===== config.mk =====
export PLATFORM = sky130hd
export DESIGN_NAME = pcc_top
export DESIGN_NICKNAME = d
export VERILOG_FILES = /design/src/pcc_pkg.sv /design/src/pcc_top.sv
export SDC_FILE = /design/constraint.sdc
export NUM_CORES = 2
export LEC_CHECK = 0
export ABC_AREA = 0
export ABC_CLOCK_PERIOD_IN_PS = 3230
export BUFFER_PORTS_ARGS = -buffer_cell sky130_fd_sc_hd__clkbuf_2
export CORE_UTILIZATION = 30
export CTS_BUF_LIST = sky130_fd_sc_hd__clkbuf_16
export DETAILED_ROUTE_END_ITERATION = 10
export PLACE_DENSITY_LB_ADDON = 0.1
export SLEW_MARGIN = 20
export SYNTH_ARGS = -nofsm -noshare
export SYNTH_HDL_FRONTEND = slang
export SYNTH_SLANG_ARGS = --single-unit

===== constraint.sdc =====
create_clock -name pclk -period 3.23 [get_ports pclk]
set_input_delay 0.646 -clock pclk [delete_from_list [all_inputs] [get_ports pclk]]
set_output_delay 0.646 -clock pclk [all_outputs]
set_load 0.02 [all_outputs]

===== src/pcc_pkg.sv =====
// Package for the preload channel control block.
// Assumes one clock domain, APB register access at 32-bit data.
package pcc_pkg;

  // ==========================================================================
  // Register offsets (byte addresses)
  localparam logic [11:0] PCC_OFF_OP      = 12'h000;
  localparam logic [11:0] PCC_OFF_OPND_LO = 12'h004;
  localparam logic [11:0] PCC_OFF_OPND_HI = 12'h008;
  localparam logic [11:0] PCC_OFF_CTRL    = 12'h00c;
  localparam logic [11:0] PCC_OFF_STATUS  = 12'h010;
  localparam logic [11:0] PCC_OFF_ACT_LO  = 12'h014;
  localparam logic [11:0] PCC_OFF_ACT_HI  = 12'h018;

  // ==========================================================================
  // Operation register fields: [3:0] crm, [6:4] opcode2, [7] double write,
  // [8] issued from Non-secure state, [9] issued from User mode
  localparam int PCC_OP_CRM_LSB = 0;
  localparam int PCC_OP_OPC2_LSB = 4;
  localparam int PCC_OP_DBL_BIT = 7;
  localparam int PCC_OP_NS_BIT = 8;
  localparam int PCC_OP_USER_BIT = 9;

  localparam logic [3:0] PCC_CRM_FLUSH = 4'h2;
  localparam logic [3:0] PCC_CRM_CHAN  = 4'h3;
  localparam logic [3:0] PCC_CRM_PROG  = 4'hb;
  localparam logic [2:0] PCC_OPC2_FLUSH  = 3'h1;
  localparam logic [2:0] PCC_OPC2_PAUSE  = 3'h0;
  localparam logic [2:0] PCC_OPC2_RESUME = 3'h1;
  localparam logic [2:0] PCC_OPC2_KILL   = 3'h2;

  // ==========================================================================
  // Control register fields
  localparam int PCC_CTRL_NS_BIT = 0;
  localparam int PCC_CTRL_USER_BIT = 1;
  localparam int PCC_CTRL_PRESENT_BIT = 2;
  localparam int PCC_CTRL_MMU_WR_BIT = 3;
  localparam logic [31:0] PCC_CTRL_RESET = 32'h0000_0004;

  // ==========================================================================
  // Operand layout (64-bit pair)
  localparam int PCC_BASE_MSB = 63;
  localparam int PCC_BASE_LSB = 34;
  localparam int PCC_LEN_MSB = 31;
  localparam int PCC_LEN_LSB = 18;
  localparam int PCC_STRIDE_MSB = 17;
  localparam int PCC_STRIDE_LSB = 10;
  localparam int PCC_NBLK_MSB = 9;
  localparam int PCC_NBLK_LSB = 2;
  localparam logic [63:0] PCC_OPND_MASK = 64'hffff_fffc_ffff_fffc;

  // ==========================================================================
  // Status register fields
  localparam int PCC_ST_PAUSED_BIT = 0;
  localparam int PCC_ST_ACTIVE_BIT = 1;
  localparam int PCC_ST_UNDEF_BIT = 2;
  localparam int PCC_ST_OVF_BIT = 3;
  localparam int PCC_ST_FULL_BIT = 4;
  localparam int PCC_ST_CNT_LSB = 8;

  // ==========================================================================
  // Build choice: 16, 8 or 4 entries
  localparam int PCC_FIFO_DEPTH = 16;
  localparam int PCC_PTR_W = $clog2(PCC_FIFO_DEPTH);
  localparam int PCC_ASID_W = 8;
  localparam int PCC_TTB_W = 18;

  // One queued channel
  typedef struct packed {
    logic                  valid;
    logic                  nonsecure;
    logic [PCC_TTB_W-1:0]  translation_table_base;
    logic [PCC_ASID_W-1:0] asid;
    logic [63:0]           params;
  } pcc_entry_t;

  typedef enum logic [1:0] {
    PCC_IDLE,
    PCC_RUN,
    PCC_WAIT
  } pcc_state_t;

endpackage


===== src/pcc_top.sv =====
// Preload channel control: queues programmed channels and steers the
// active one. Assumes an APB master and a downstream request generator.
//
// Operation
// - Non-secure operations need the Non-secure preload access bit.
// - User mode operations need the user preload access enable.
// - Without a present engine every operation traps as undefined.
// - Flush drops all queued channels and the active one, operand ignored.
// - Pause halts activity, allowed with no channel, operand ignored.
// - While paused, newly programmed channels wait for resume.
// - Resume restarts a paused engine, otherwise has no effect.
// - Kill ends only the active channel; queue untouched.
// - Program takes a 64-bit pair; upper word holds base address.
// - Operand bits 33:32 read zero, writes ignored.
// - Length bits 31:18 count words, zero means one word.
// - Stride bits 17:10 in words, zero means contiguous; here zero restarts each block at the same start.
// - Stride measured start to start between blocks.
// - Block count bits 9:2 mean count plus one; bits 1:0 zero.
// - New channel stored only when the queue has a free entry.
// - On overflow program completes silently and overflow event pulses.
// - Queue depth is 16, 8 or 4 at build time.
// - A translation abort drops that request and moves to the next.
// - Each entry holds parameters, valid, security bit, table base, ASID.
// - Writes to unsaved memory configuration flush queue and active channel.
//
// Decided for this implementation: the APB register port and the address map.
`timescale 1ns/10ps

module pcc_top
  import pcc_pkg::*;
(
  // Clock, reset, enable
  input  wire logic        pclk,
  input  wire logic        presetn,
  input  wire logic        clk_en,
  // APB slave
  input  wire logic        psel,
  input  wire logic        penable,
  input  wire logic        pwrite,
  input  wire logic [11:0] paddr,
  input  wire logic [31:0] pwdata,
  output logic [31:0]      prdata,
  output logic             pready,
  output logic             pslverr,
  // Context of the issuing process
  input  wire logic [PCC_TTB_W-1:0]  cur_ttb,
  input  wire logic [PCC_ASID_W-1:0] cur_asid,
  // Request generator side
  output logic [31:0]      req_addr,
  output logic             req_valid,
  input  wire logic        req_ready,
  input  wire logic        req_abort,
  // Events
  output logic             fifo_overflow_event,
  output logic             undef_trap
);

  // ==========================================================================
  // Bus decode
  logic       wr_en;
  logic       rd_en;
  logic [9:0] op_reg;
  logic [31:0] opnd_lo_reg;
  logic [31:0] opnd_hi_reg;
  logic [31:0] ctrl_reg;

  assign wr_en   = psel && penable && pwrite && clk_en;
  assign rd_en   = psel && !penable && !pwrite;
  assign pready  = 1'b1;
  assign pslverr = psel && penable && !(paddr == PCC_OFF_OP || paddr == PCC_OFF_OPND_LO ||
                   paddr == PCC_OFF_OPND_HI || paddr == PCC_OFF_CTRL ||
                   paddr == PCC_OFF_STATUS || paddr == PCC_OFF_ACT_LO ||
                   paddr == PCC_OFF_ACT_HI);

  // ==========================================================================
  // Operation decode; an operation fires on a write to the op register
  logic       op_fire;
  logic [3:0] op_crm;
  logic [2:0] op_opc2;
  logic       op_dbl;
  logic       op_ns;
  logic       op_user;
  logic       op_allowed;
  logic       do_flush;
  logic       do_pause;
  logic       do_resume;
  logic       do_kill;
  logic       do_prog;
  logic       mmu_flush;

  assign op_fire = wr_en && paddr == PCC_OFF_OP;
  assign op_crm  = pwdata[PCC_OP_CRM_LSB +: 4];
  assign op_opc2 = pwdata[PCC_OP_OPC2_LSB +: 3];
  assign op_dbl  = pwdata[PCC_OP_DBL_BIT];
  assign op_ns   = pwdata[PCC_OP_NS_BIT];
  assign op_user = pwdata[PCC_OP_USER_BIT];

  assign op_allowed = ctrl_reg[PCC_CTRL_PRESENT_BIT]
                      && (!op_ns || ctrl_reg[PCC_CTRL_NS_BIT])
                      && (!op_user || ctrl_reg[PCC_CTRL_USER_BIT]);

  assign do_flush  = op_fire && op_allowed && !op_dbl && op_crm == PCC_CRM_FLUSH
                     && op_opc2 == PCC_OPC2_FLUSH;
  assign do_pause  = op_fire && op_allowed && !op_dbl && op_crm == PCC_CRM_CHAN
                     && op_opc2 == PCC_OPC2_PAUSE;
  assign do_resume = op_fire && op_allowed && !op_dbl && op_crm == PCC_CRM_CHAN
                     && op_opc2 == PCC_OPC2_RESUME;
  assign do_kill   = op_fire && op_allowed && !op_dbl && op_crm == PCC_CRM_CHAN
                     && op_opc2 == PCC_OPC2_KILL;
  assign do_prog   = op_fire && op_allowed && op_dbl && op_crm == PCC_CRM_PROG;
  assign mmu_flush = wr_en && paddr == PCC_OFF_CTRL && pwdata[PCC_CTRL_MMU_WR_BIT];

  // ==========================================================================
  // Registers
  always_ff @(posedge pclk or negedge presetn)
  begin
    if (!presetn)
      op_reg <= 10'h000;
    else if (op_fire)
      op_reg <= pwdata[9:0];
  end

  // low bits of each word read zero
  always_ff @(posedge pclk or negedge presetn)
  begin
    if (!presetn)
    begin
      opnd_lo_reg <= 32'h0000_0000;
      opnd_hi_reg <= 32'h0000_0000;
    end
    else if (wr_en && paddr == PCC_OFF_OPND_LO)
      opnd_lo_reg <= pwdata & PCC_OPND_MASK[31:0];
    else if (wr_en && paddr == PCC_OFF_OPND_HI)
      opnd_hi_reg <= pwdata & PCC_OPND_MASK[63:32];
  end

  // MMU write bit is a strobe and is never stored
  always_ff @(posedge pclk or negedge presetn)
  begin
    if (!presetn)
      ctrl_reg <= PCC_CTRL_RESET;
    else if (wr_en && paddr == PCC_OFF_CTRL)
      ctrl_reg <= {29'h0, pwdata[2:0]};
  end

  always_ff @(posedge pclk or negedge presetn)
  begin
    if (!presetn)
      undef_trap <= 1'b0;
    else if (clk_en)
      undef_trap <= op_fire && !op_allowed;
  end

  // ==========================================================================
  // Queue
  pcc_entry_t               fifo_mem [PCC_FIFO_DEPTH];
  logic [PCC_PTR_W-1:0]     wr_ptr_reg;
  logic [PCC_PTR_W-1:0]     rd_ptr_reg;
  logic [PCC_PTR_W:0]       count_reg;
  logic                     fifo_full;
  logic                     fifo_empty;
  logic                     push;
  logic                     pop;
  logic                     flush_all;
  pcc_entry_t               new_entry;

  assign fifo_full  = count_reg == (PCC_PTR_W+1)'(PCC_FIFO_DEPTH);
  assign fifo_empty = count_reg == '0;
  assign flush_all  = do_flush || mmu_flush;
  assign push = do_prog && !fifo_full;

  assign new_entry = '{valid: 1'b1, nonsecure: op_ns, translation_table_base: cur_ttb, asid: cur_asid,
                       params: {opnd_hi_reg, opnd_lo_reg}};

  generate
    for (genvar i = 0; i < PCC_FIFO_DEPTH; i++)
    begin : g_entry
      always_ff @(posedge pclk or negedge presetn)
      begin
        if (!presetn)
          fifo_mem[i] <= '0;
        else if (clk_en && push && wr_ptr_reg == PCC_PTR_W'(i))
          fifo_mem[i] <= new_entry;
      end
    end
  endgenerate

  always_ff @(posedge pclk or negedge presetn)
  begin
    if (!presetn)
    begin
      wr_ptr_reg <= '0;
      rd_ptr_reg <= '0;
      count_reg  <= '0;
    end
    else if (clk_en)
    begin
      if (flush_all)
      begin
        wr_ptr_reg <= '0;
        rd_ptr_reg <= '0;
        count_reg  <= '0;
      end
      else
      begin
        if (push)
          wr_ptr_reg <= wr_ptr_reg + 1'b1;
        if (pop)
          rd_ptr_reg <= rd_ptr_reg + 1'b1;
        count_reg <= count_reg + (PCC_PTR_W+1)'(push) - (PCC_PTR_W+1)'(pop);
      end
    end
  end

  always_ff @(posedge pclk or negedge presetn)
  begin
    if (!presetn)
      fifo_overflow_event <= 1'b0;
    else if (clk_en)
      fifo_overflow_event <= do_prog && fifo_full && !flush_all;
  end

  // ==========================================================================
  // Pause state
  logic paused_reg;

  always_ff @(posedge pclk or negedge presetn)
  begin
    if (!presetn)
      paused_reg <= 1'b0;
    else if (clk_en)
    begin
      if (do_pause)
        paused_reg <= 1'b1;
      else if (do_resume && paused_reg)
        paused_reg <= 1'b0;
    end
  end

  // ==========================================================================
  // Active channel walker
  pcc_state_t  state_reg;
  pcc_entry_t  act_reg;
  logic [31:0] blk_start_reg;
  logic [13:0] word_cnt_reg;
  logic [7:0]  blk_cnt_reg;
  logic [13:0] act_len;
  logic [7:0]  act_stride;
  logic [7:0]  act_nblk;
  logic        last_word;
  logic        last_blk;
  logic        req_done;

  assign act_len    = act_reg.params[PCC_LEN_MSB:PCC_LEN_LSB];
  assign act_stride = act_reg.params[PCC_STRIDE_MSB:PCC_STRIDE_LSB];
  assign act_nblk   = act_reg.params[PCC_NBLK_MSB:PCC_NBLK_LSB];
  assign last_word  = word_cnt_reg == act_len;
  assign last_blk   = blk_cnt_reg == act_nblk;
  // abort drops the request and moves on
  assign req_done   = req_valid && (req_ready || req_abort);
  // oldest entry starts when idle and not paused
  // paused holds new entries
  // Kill in the same cycle must not swallow the entry being started
  assign pop = state_reg == PCC_IDLE && !fifo_empty && !paused_reg && !flush_all
               && !do_pause && !do_kill && fifo_mem[rd_ptr_reg].valid;
  assign req_valid = state_reg == PCC_RUN && !paused_reg;

  always_ff @(posedge pclk or negedge presetn)
  begin
    if (!presetn)
    begin
      state_reg     <= PCC_IDLE;
      act_reg       <= '0;
      blk_start_reg <= 32'h0000_0000;
      word_cnt_reg  <= 14'h0000;
      blk_cnt_reg   <= 8'h00;
      req_addr      <= 32'h0000_0000;
    end
    else if (clk_en)
    begin
      unique case (state_reg)
        PCC_IDLE:
        begin
          if (pop)
          begin
            act_reg       <= fifo_mem[rd_ptr_reg];
            blk_start_reg <= {fifo_mem[rd_ptr_reg].params[PCC_BASE_MSB:PCC_BASE_LSB], 2'b00};
            req_addr      <= {fifo_mem[rd_ptr_reg].params[PCC_BASE_MSB:PCC_BASE_LSB], 2'b00};
            word_cnt_reg  <= 14'h0000;
            blk_cnt_reg   <= 8'h00;
            state_reg     <= PCC_RUN;
          end
        end
        PCC_RUN:
        begin
          if (req_done)
          begin
            if (!last_word)
            begin
              word_cnt_reg <= word_cnt_reg + 14'h0001;
              req_addr     <= req_addr + 32'h0000_0004;
            end
            else if (!last_blk)
            begin
              blk_start_reg <= blk_start_reg + {22'h0, act_stride, 2'b00};
              req_addr      <= blk_start_reg + {22'h0, act_stride, 2'b00};
              word_cnt_reg  <= 14'h0000;
              blk_cnt_reg   <= blk_cnt_reg + 8'h01;
            end
            else
              state_reg <= PCC_WAIT;
          end
        end
        PCC_WAIT:
          state_reg <= PCC_IDLE;
        default:
          state_reg <= PCC_IDLE;
      endcase
      if (do_kill || flush_all)
      begin
        state_reg     <= PCC_IDLE;
        act_reg.valid <= 1'b0;
      end
    end
  end

  // ==========================================================================
  // Read data
  logic [31:0] rd_mux;

  always_comb
  begin
    rd_mux = 32'h0000_0000;
    unique case (paddr)
      PCC_OFF_OP:      rd_mux = {22'h0, op_reg};
      PCC_OFF_OPND_LO: rd_mux = opnd_lo_reg;
      PCC_OFF_OPND_HI: rd_mux = opnd_hi_reg;
      PCC_OFF_CTRL:    rd_mux = ctrl_reg;
      PCC_OFF_STATUS:
      begin
        rd_mux[PCC_ST_PAUSED_BIT] = paused_reg;
        rd_mux[PCC_ST_ACTIVE_BIT] = state_reg == PCC_RUN;
        rd_mux[PCC_ST_UNDEF_BIT]  = undef_trap;
        rd_mux[PCC_ST_OVF_BIT]    = fifo_overflow_event;
        rd_mux[PCC_ST_FULL_BIT]   = fifo_full;
        rd_mux[PCC_ST_CNT_LSB +: PCC_PTR_W+1] = count_reg;
      end
      PCC_OFF_ACT_LO:  rd_mux = act_reg.params[31:0];
      PCC_OFF_ACT_HI:  rd_mux = act_reg.params[63:32];
      default:         rd_mux = 32'h0000_0000;
    endcase
  end

  // Read data captured in setup so it is stable through the access phase
  always_ff @(posedge pclk or negedge presetn)
  begin
    if (!presetn)
      prdata <= 32'h0000_0000;
    else if (clk_en && rd_en)
      prdata <= rd_mux;
  end

endmodule


== Word-level counts from Yosys, hierarchy flattened ==
Cells that the tools add are included.

* Bits in latches: 0
* ROM bits: 0
* RAM bits: 0
* Memories: 0
* Register bits: 1681
* Word-level logic and storage cells: 280

* Bitwise operators: 2
* Add/sub/neg operators: 8
* Divide/modulo/power cells: 0
* Reduce and logical (&&, ||, !) cells: 95
* Equality and inequality tests: 39
* Shifts and indexed selects: 0
* Mux-type cells: 38
* Multipliers: 0
* $lt $le $gt $ge: 1

{| class="wikitable"
|+ Operators by type and width
! cell !! count
|-
| binary-select mux 92 bit (select 4 bit) || 1
|-
| two-way mux 32 bit || 6
|-
| two-way mux 92 bit || 2
|-
| case mux 32 bit (2 select lines) || 2
|-
| case mux 19 bit (4 select lines) || 1
|-
| two-way mux 14 bit || 4
|-
| logical AND 1 bit || 54
|-
| == test 12 x 5 -> 1 bit, second input constant || 3
|-
| == test 4 bit, second input constant || 9
|-
| case mux 5 bit (7 select lines) || 1
|-
| adder 32 x 10 -> 32 bit || 1
|-
| adder 32 x 3 -> 32 bit, second input constant || 1
|-
| two-way mux 8 bit || 4
|-
| case mux 5 bit (6 select lines) || 1
|-
| case mux 14 bit (2 select lines) || 1
|-
| == test 12 x 4 -> 1 bit, second input constant || 2
|-
| == test 4 x 2 -> 1 bit, second input constant || 4
|-
| == test 4 x 3 -> 1 bit, second input constant || 4
|-
| two-way mux 4 bit || 4
|-
| case mux 8 bit (2 select lines) || 1
|-
| case mux 3 bit (5 select lines) || 1
|-
| adder 14 x 1 -> 14 bit, second input constant || 1
|-
| == test 14 bit || 1
|-
| zero test 1 bit || 13
|-
| 32 further kinds || 61
|}

== Logic depth before layout (Yosys ltp) ==
* Word-level depth: 17
* Mapped depth: 19

== Least setup slack after synthesis ==
No wires, ideal clock.

* Path type: input -> register
* From: in paddr[7]
* To: reg count_reg[4]
* Path slack: -559 ps
* Stages on the path: 18
* Arrival: 3668 ps
* Library setup time: 122 ps
* Cell sequence: nor4_4 > and4_1 > clkbuf_1 > nand4_1 > o31a_1 > and2_1 > ha_1 > inv_1 > ha_1 > inv_1 > fa_1 > inv_1 > a21oi_1 > nor2_1 > nor2_1 > xnor2_1 > o21ai_0 > a32o_1

* Longest elaborated chain between the ends: 14
* Elaborated cells on any way between the ends: 26
* Classes of those cells: add/sub: 2; eq/ne: 1; mux: 1; reduce/logical: 22

{| class="wikitable"
|+ RTL lines
! what !! RTL line !! RTL
|-
| start, declared || pcc_top.sv:40 || <nowiki>input wire logic [11:0] paddr,</nowiki>
|-
| parallel branches: the longest is 13 deep, another holds adder 5 x 1 -> 5 bit || -- ||
|-
| two-way mux 5 bit (*) || pcc_top.sv:198 || <nowiki>if (flush_all)</nowiki>
|-
| end signal, assigned || pcc_top.sv:210 || <nowiki>count_reg <= count_reg + (PCC_PTR_W+1)'(push) - (PCC_PTR_W+1)'(pop);</nowiki>
|-
| end, declared || pcc_top.sv:159 || <nowiki>logic [PCC_PTR_W:0] count_reg;</nowiki>
|}

Every way passes the cells marked *.
A chain may end at the register's enable or synchronous reset.

== Worst setup path in the final report ==
* From: reg rd_ptr_reg[0]
* To: reg count_reg[4]

* Longest elaborated chain between the ends: 7

{| class="wikitable"
|+ RTL lines
! what !! RTL line !! RTL
|-
| start, declared || pcc_top.sv:158 || <nowiki>logic [PCC_PTR_W-1:0] rd_ptr_reg;</nowiki>
|-
| start signal, assigned || pcc_top.sv:209 || <nowiki>rd_ptr_reg <= rd_ptr_reg + 1'b1;</nowiki>
|-
| NOT 4 -> 5 bit (not written as such) || pcc_top.sv:265 || <nowiki>&& !do_pause && !do_kill && fifo_mem[rd_ptr_reg].valid;</nowiki>
|-
| binary-select mux 92 bit (select 4 bit) || pcc_top.sv:265 ||
|-
| two-way mux 92 bit (2 in series) || -- ||
|-
| logical AND 1 bit || pcc_top.sv:265 ||
|-
| subtractor 5 x 1 -> 5 bit || pcc_top.sv:210 ||
|-
| two-way mux 5 bit || pcc_top.sv:198 ||
|}

Every way passes these cells. The select of a mux whose other input is x is not followed.

==> run_results.csv <==
group,metric,value,unit
outcome,status,"finished with violations",
outcome,violations,"setup timing",
synthesis,synth.distinct_cells,70,
detailed_routing,wl,204400,um
floorplanning,io_pins,147,
hold_path,min_path_type,"primary input to register",
synthesis,synthCells,4209,
detailed_routing,via_per_inst,5.274,
sta,tightest_slew,1.012,ns
floorplanning,core_area,192600,um^2
sta,setup_viol,1,
clocking,clockRootBuffer,"clkbuf_16",
synthesis,synth_top_area_cell,"dfrtp_1",
clocking,cts_tree,"built",
synthesis,netlist_area,58190,um^2
sta,worst_slack,-0.1352,ns
synthesis,ys_async_sr_fraction,100.0,%
detailed_routing,vias,37840,
setup_path,worst-path-max-fanout,5,
power,leakage,32.82,nW
setup_path,worst_setup_path_start_kind,"register",
sta,clock.fmax,297.2,MHz
cells_and_area,largest_reg_flops,976,
run,drv_cap,0,
place,hpwl,126900,um
setup_path,cp_slowest_stage_delay,0.52,ns
sta,min_period_over_period,104.2,%
clocking,cts_buffer_depth,3,
power,ir_drop,0.5298,mV
sta,setup_tns,-0.1352,ns
clocking,cts_sinks,1242,
detailed_routing,wl_per_cell,28.49,um
synthesis,yosysSeqAreaShare,53.42,%
setup_path,ff2ff_setup_slack,-0.14,ns
detailed_routing,drtIter0Drc,2852,
synthesis,ys_ff_latch,1242,
grt,grt_pass1_wl,297300,um
place,pre_cts_ws,-0.6227,ns
clocking,cts.clk_slew.worst_paths,0.06,ns
place,port_buffers,119,
grt,grt_overflow,0,
grt,antenna_found_initial,16,
grt,grtUsageTotal,20.84,%
floorplanning,die_w,442.4,um
synthesis,syn_nets,4311,
floorplanning,die_h,442.4,um
sta,skew,0.03742,ns
synthesis,yosysTopAreaCellShare,53.37,%
clocking,cts_buffers,149,
setup_path,crit_chain,"buf_12, mux4_2, nand3_2, nand3_2, buf_6, o31a_1, and2_4, ha_4, inv_4, ha_4, inv_2, fa_2, inv_2, a21oi_2, nor2_1, nor2_1, xnor2_1, o21ai_1, a32o_1",
hold_path,hold_start,"pwdata[11]",
setup_path,r2r_start,"rd_ptr_reg[0]",
setup_path,arrival,4.06,ns
cells_and_area,ff_latch_area,31090,um^2
sta,hold_viol,0,
setup_path,crit_path_start,"rd_ptr_reg[0]",
power,power,32.52,mW
sta,slew_headroom,32.51,%
grt,grt_max_degree,132,
sta,slew_viol_final,0,
cells_and_area,finalNonFillerCells,7175,
detailed_routing,postRouteAntennaNets,0,
cells_and_area,nFillCells,18650,
sta,period_needed,3.365,ns
power,power_density,467.7,nW/um^2
floorplanning,start_util,30.21,%
clocking,insertion_delay,0.82,ns
cells_and_area,drive_above_1_share,41.64,%
setup_path,crit_type,"register to register",
place,placed_cells,6880,
clocking,htreeDepth,4,
synthesis,syn_area_per_cell,13.82,um^2
grt,grt_pass1_vias,39210,
setup_path,cp_top_family,"adder cells",
cells_and_area,areaGrowthSynthToFinish,19.49,%
place,gp_congestion,0.8398,
floorplanning,die-area,195700,um^2
cells_and_area,fin_nets,4634,
setup_path,cp_data_required_time,3.92,ns
setup_path,cp_num_buf_inv,5,
detailed_routing,drc_errors,0,
synthesis,yosys_warnings,0,
synthesis,synth-edff-count,0,
sta,rsz0062_at_grt,"true",
synthesis,synth_area_leaders,"dfrtp_1, mux2_2, mux4_2",
detailed_routing,firstDrtPassIters,6,
floorplanning,rows,161,
cells_and_area,multiInputGateArea,25720,um^2
setup_path,endpoint_kind,"register",
setup_path,crit_slowest_cell,"dfrtp_4",
synthesis,yosys_most_used_dff,"dfrtp_1",
## routing by layer
layer	track usage, %	up-vias	share of wire, %
li1	-	16510	-
met1	29.96	20370	48
met2	32.31	720	46
met3	3.185	246	3.7
met4	6.041	2	2.5
met5	0	-	0.0059
## cell type report
cell class,count,share of cell area [%]
Antenna cell,4,0.01440
Clock buffer,151,5.435
Clock inverter,113,1.040
Inverter,26,0.1476
Multi-Input combinational cell,2592,36.99
Sequential cell,1242,44.72
Tap cell,2526,4.546
Timing Repair Buffer,521,7.110
## path summary, 6_finish.rpt
| kind | end | cells after the start |
|---|---|---|
| setup / recovery | count_reg[4] | 19 |
| min in group asynchronous | fifo_mem[1347] | 2 |
| hold / removal | opnd_lo_reg[11] | 2 |
| max in group asynchronous | fifo_mem[554] | 3 |
| setup reg to reg | count_reg[4] | 19 |
| hold reg to reg | fifo_mem[275] | 1 |
## through the flow
stage | hold slack [ns] | area (um^2) | util [%]
final | 0.1011 | 69530 | 36.10
after global routing | 0.06215 | 69530 | 36.10
after CTS | 0.03472 | 69300 | 35.98
after detailed placement | 0.4493 | 64560 | 33.53
after global placement | 0.4465 | 64560 | 33.53
after floorplan | 0.3504 | 58200 | -
## worst reg2reg max path: stages (launching register included)
cell	delay, ns
dfrtp_4	0.52
buf_12	0.15
mux4_2	0.44
nand3_2	0.10
nand3_2	0.09
buf_6	0.15
o31a_1	0.11
and2_4	0.17
ha_4	0.21
inv_4	0.05
ha_4	0.13
inv_2	0.03
fa_2	0.34
inv_2	0.06
a21oi_2	0.04
nor2_1	0.10
nor2_1	0.06
xnor2_1	0.19
o21ai_1	0.09
a32o_1	0.22
## cells by family (layout without fill, tap and decap cells)
kind of cell | Yosys count | in the layout | share of synthesized area [%]
other | 1 | 5 | 0.006445
XOR/XNOR | 73 | 73 | 1.099
AND/OR/NAND/NOR | 472 | 472 | 4.159
AO/OA/AOI/OAI | 618 | 619 | 7.569
buffers and inverters | 376 | 811 | 2.806
adder cells (fa/ha/maj) | 24 | 24 | 0.5419
flip-flops | 1242 | 1242 | 53.42
multiplexers | 1403 | 1403 | 30.40
## Yosys cell counts, types with 22 or more instances
| cell | n |
|---|---|
| dfrtp_1 | 1241 |
| mux2_2 | 914 |
| clkbuf_1 | 265 |
| mux2i_1 | 183 |
| mux4_2 | 155 |
| nand2_1 | 151 |
| o21ai_0 | 133 |
| nor2_1 | 111 |
| a221oi_1 | 104 |
| mux2_4 | 100 |
| a22oi_1 | 84 |
| a21oi_1 | 58 |
| mux2_1 | 51 |
| a21o_1 | 45 |
| xor2_1 | 37 |
| buf_1 | 36 |
| xnor2_1 | 36 |
| a31oi_1 | 33 |
| nand3_1 | 33 |
| a222oi_1 | 32 |
| nand4_1 | 30 |
| o31ai_1 | 30 |
| inv_1 | 26 |
| buf_6 | 24 |
| ha_1 | 22 |
## cells in the final DEF, fill, tap and decap left out, types with 20 or more instances in the layout
cell type / n
a21o_1: 45
o21ai_0: 132
mux4_2: 155
inv_1: 69
dfrtp_1: 1237
xnor2_1: 36
o31ai_1: 30
nand2b_1: 20
mux2_2: 914
nand4_1: 30
xor2_1: 37
mux2i_1: 183
clkinv_1: 33
nand3_1: 30
clkbuf_16: 154
a31oi_1: 33
mux2_1: 51
nand2_1: 150
a222oi_1: 32
buf_12: 93
mux2_4: 100
a22oi_1: 83
buf_4: 298
a221oi_1: 104
a21oi_1: 55
clkbuf_2: 118
nor2_1: 107
## power breakdown
part	switching, mW	leakage, nW	internal [mW]	total [mW]
logic	0.641	13.2	0.260	0.900
clock network	7.05	2.38	8.81	15.9
registers	0.112	17.2	15.6	15.8
total	7.80	32.8	24.7	32.5
## what timing repair did
| item | CTS | global route |
|---|---|---|
| pin swaps | 7 | 11 |
| setup endpoints to repair | 86 | 232 |
| hold endpoints to repair | 14 | 0 |
| gates resized for setup | 18 | 8 |
| cloned | 3 | 1 |
| hold buffers | 1 | 0 |
| buffers inserted | 6 | 16 |
(Power assumes the default switching activity.)
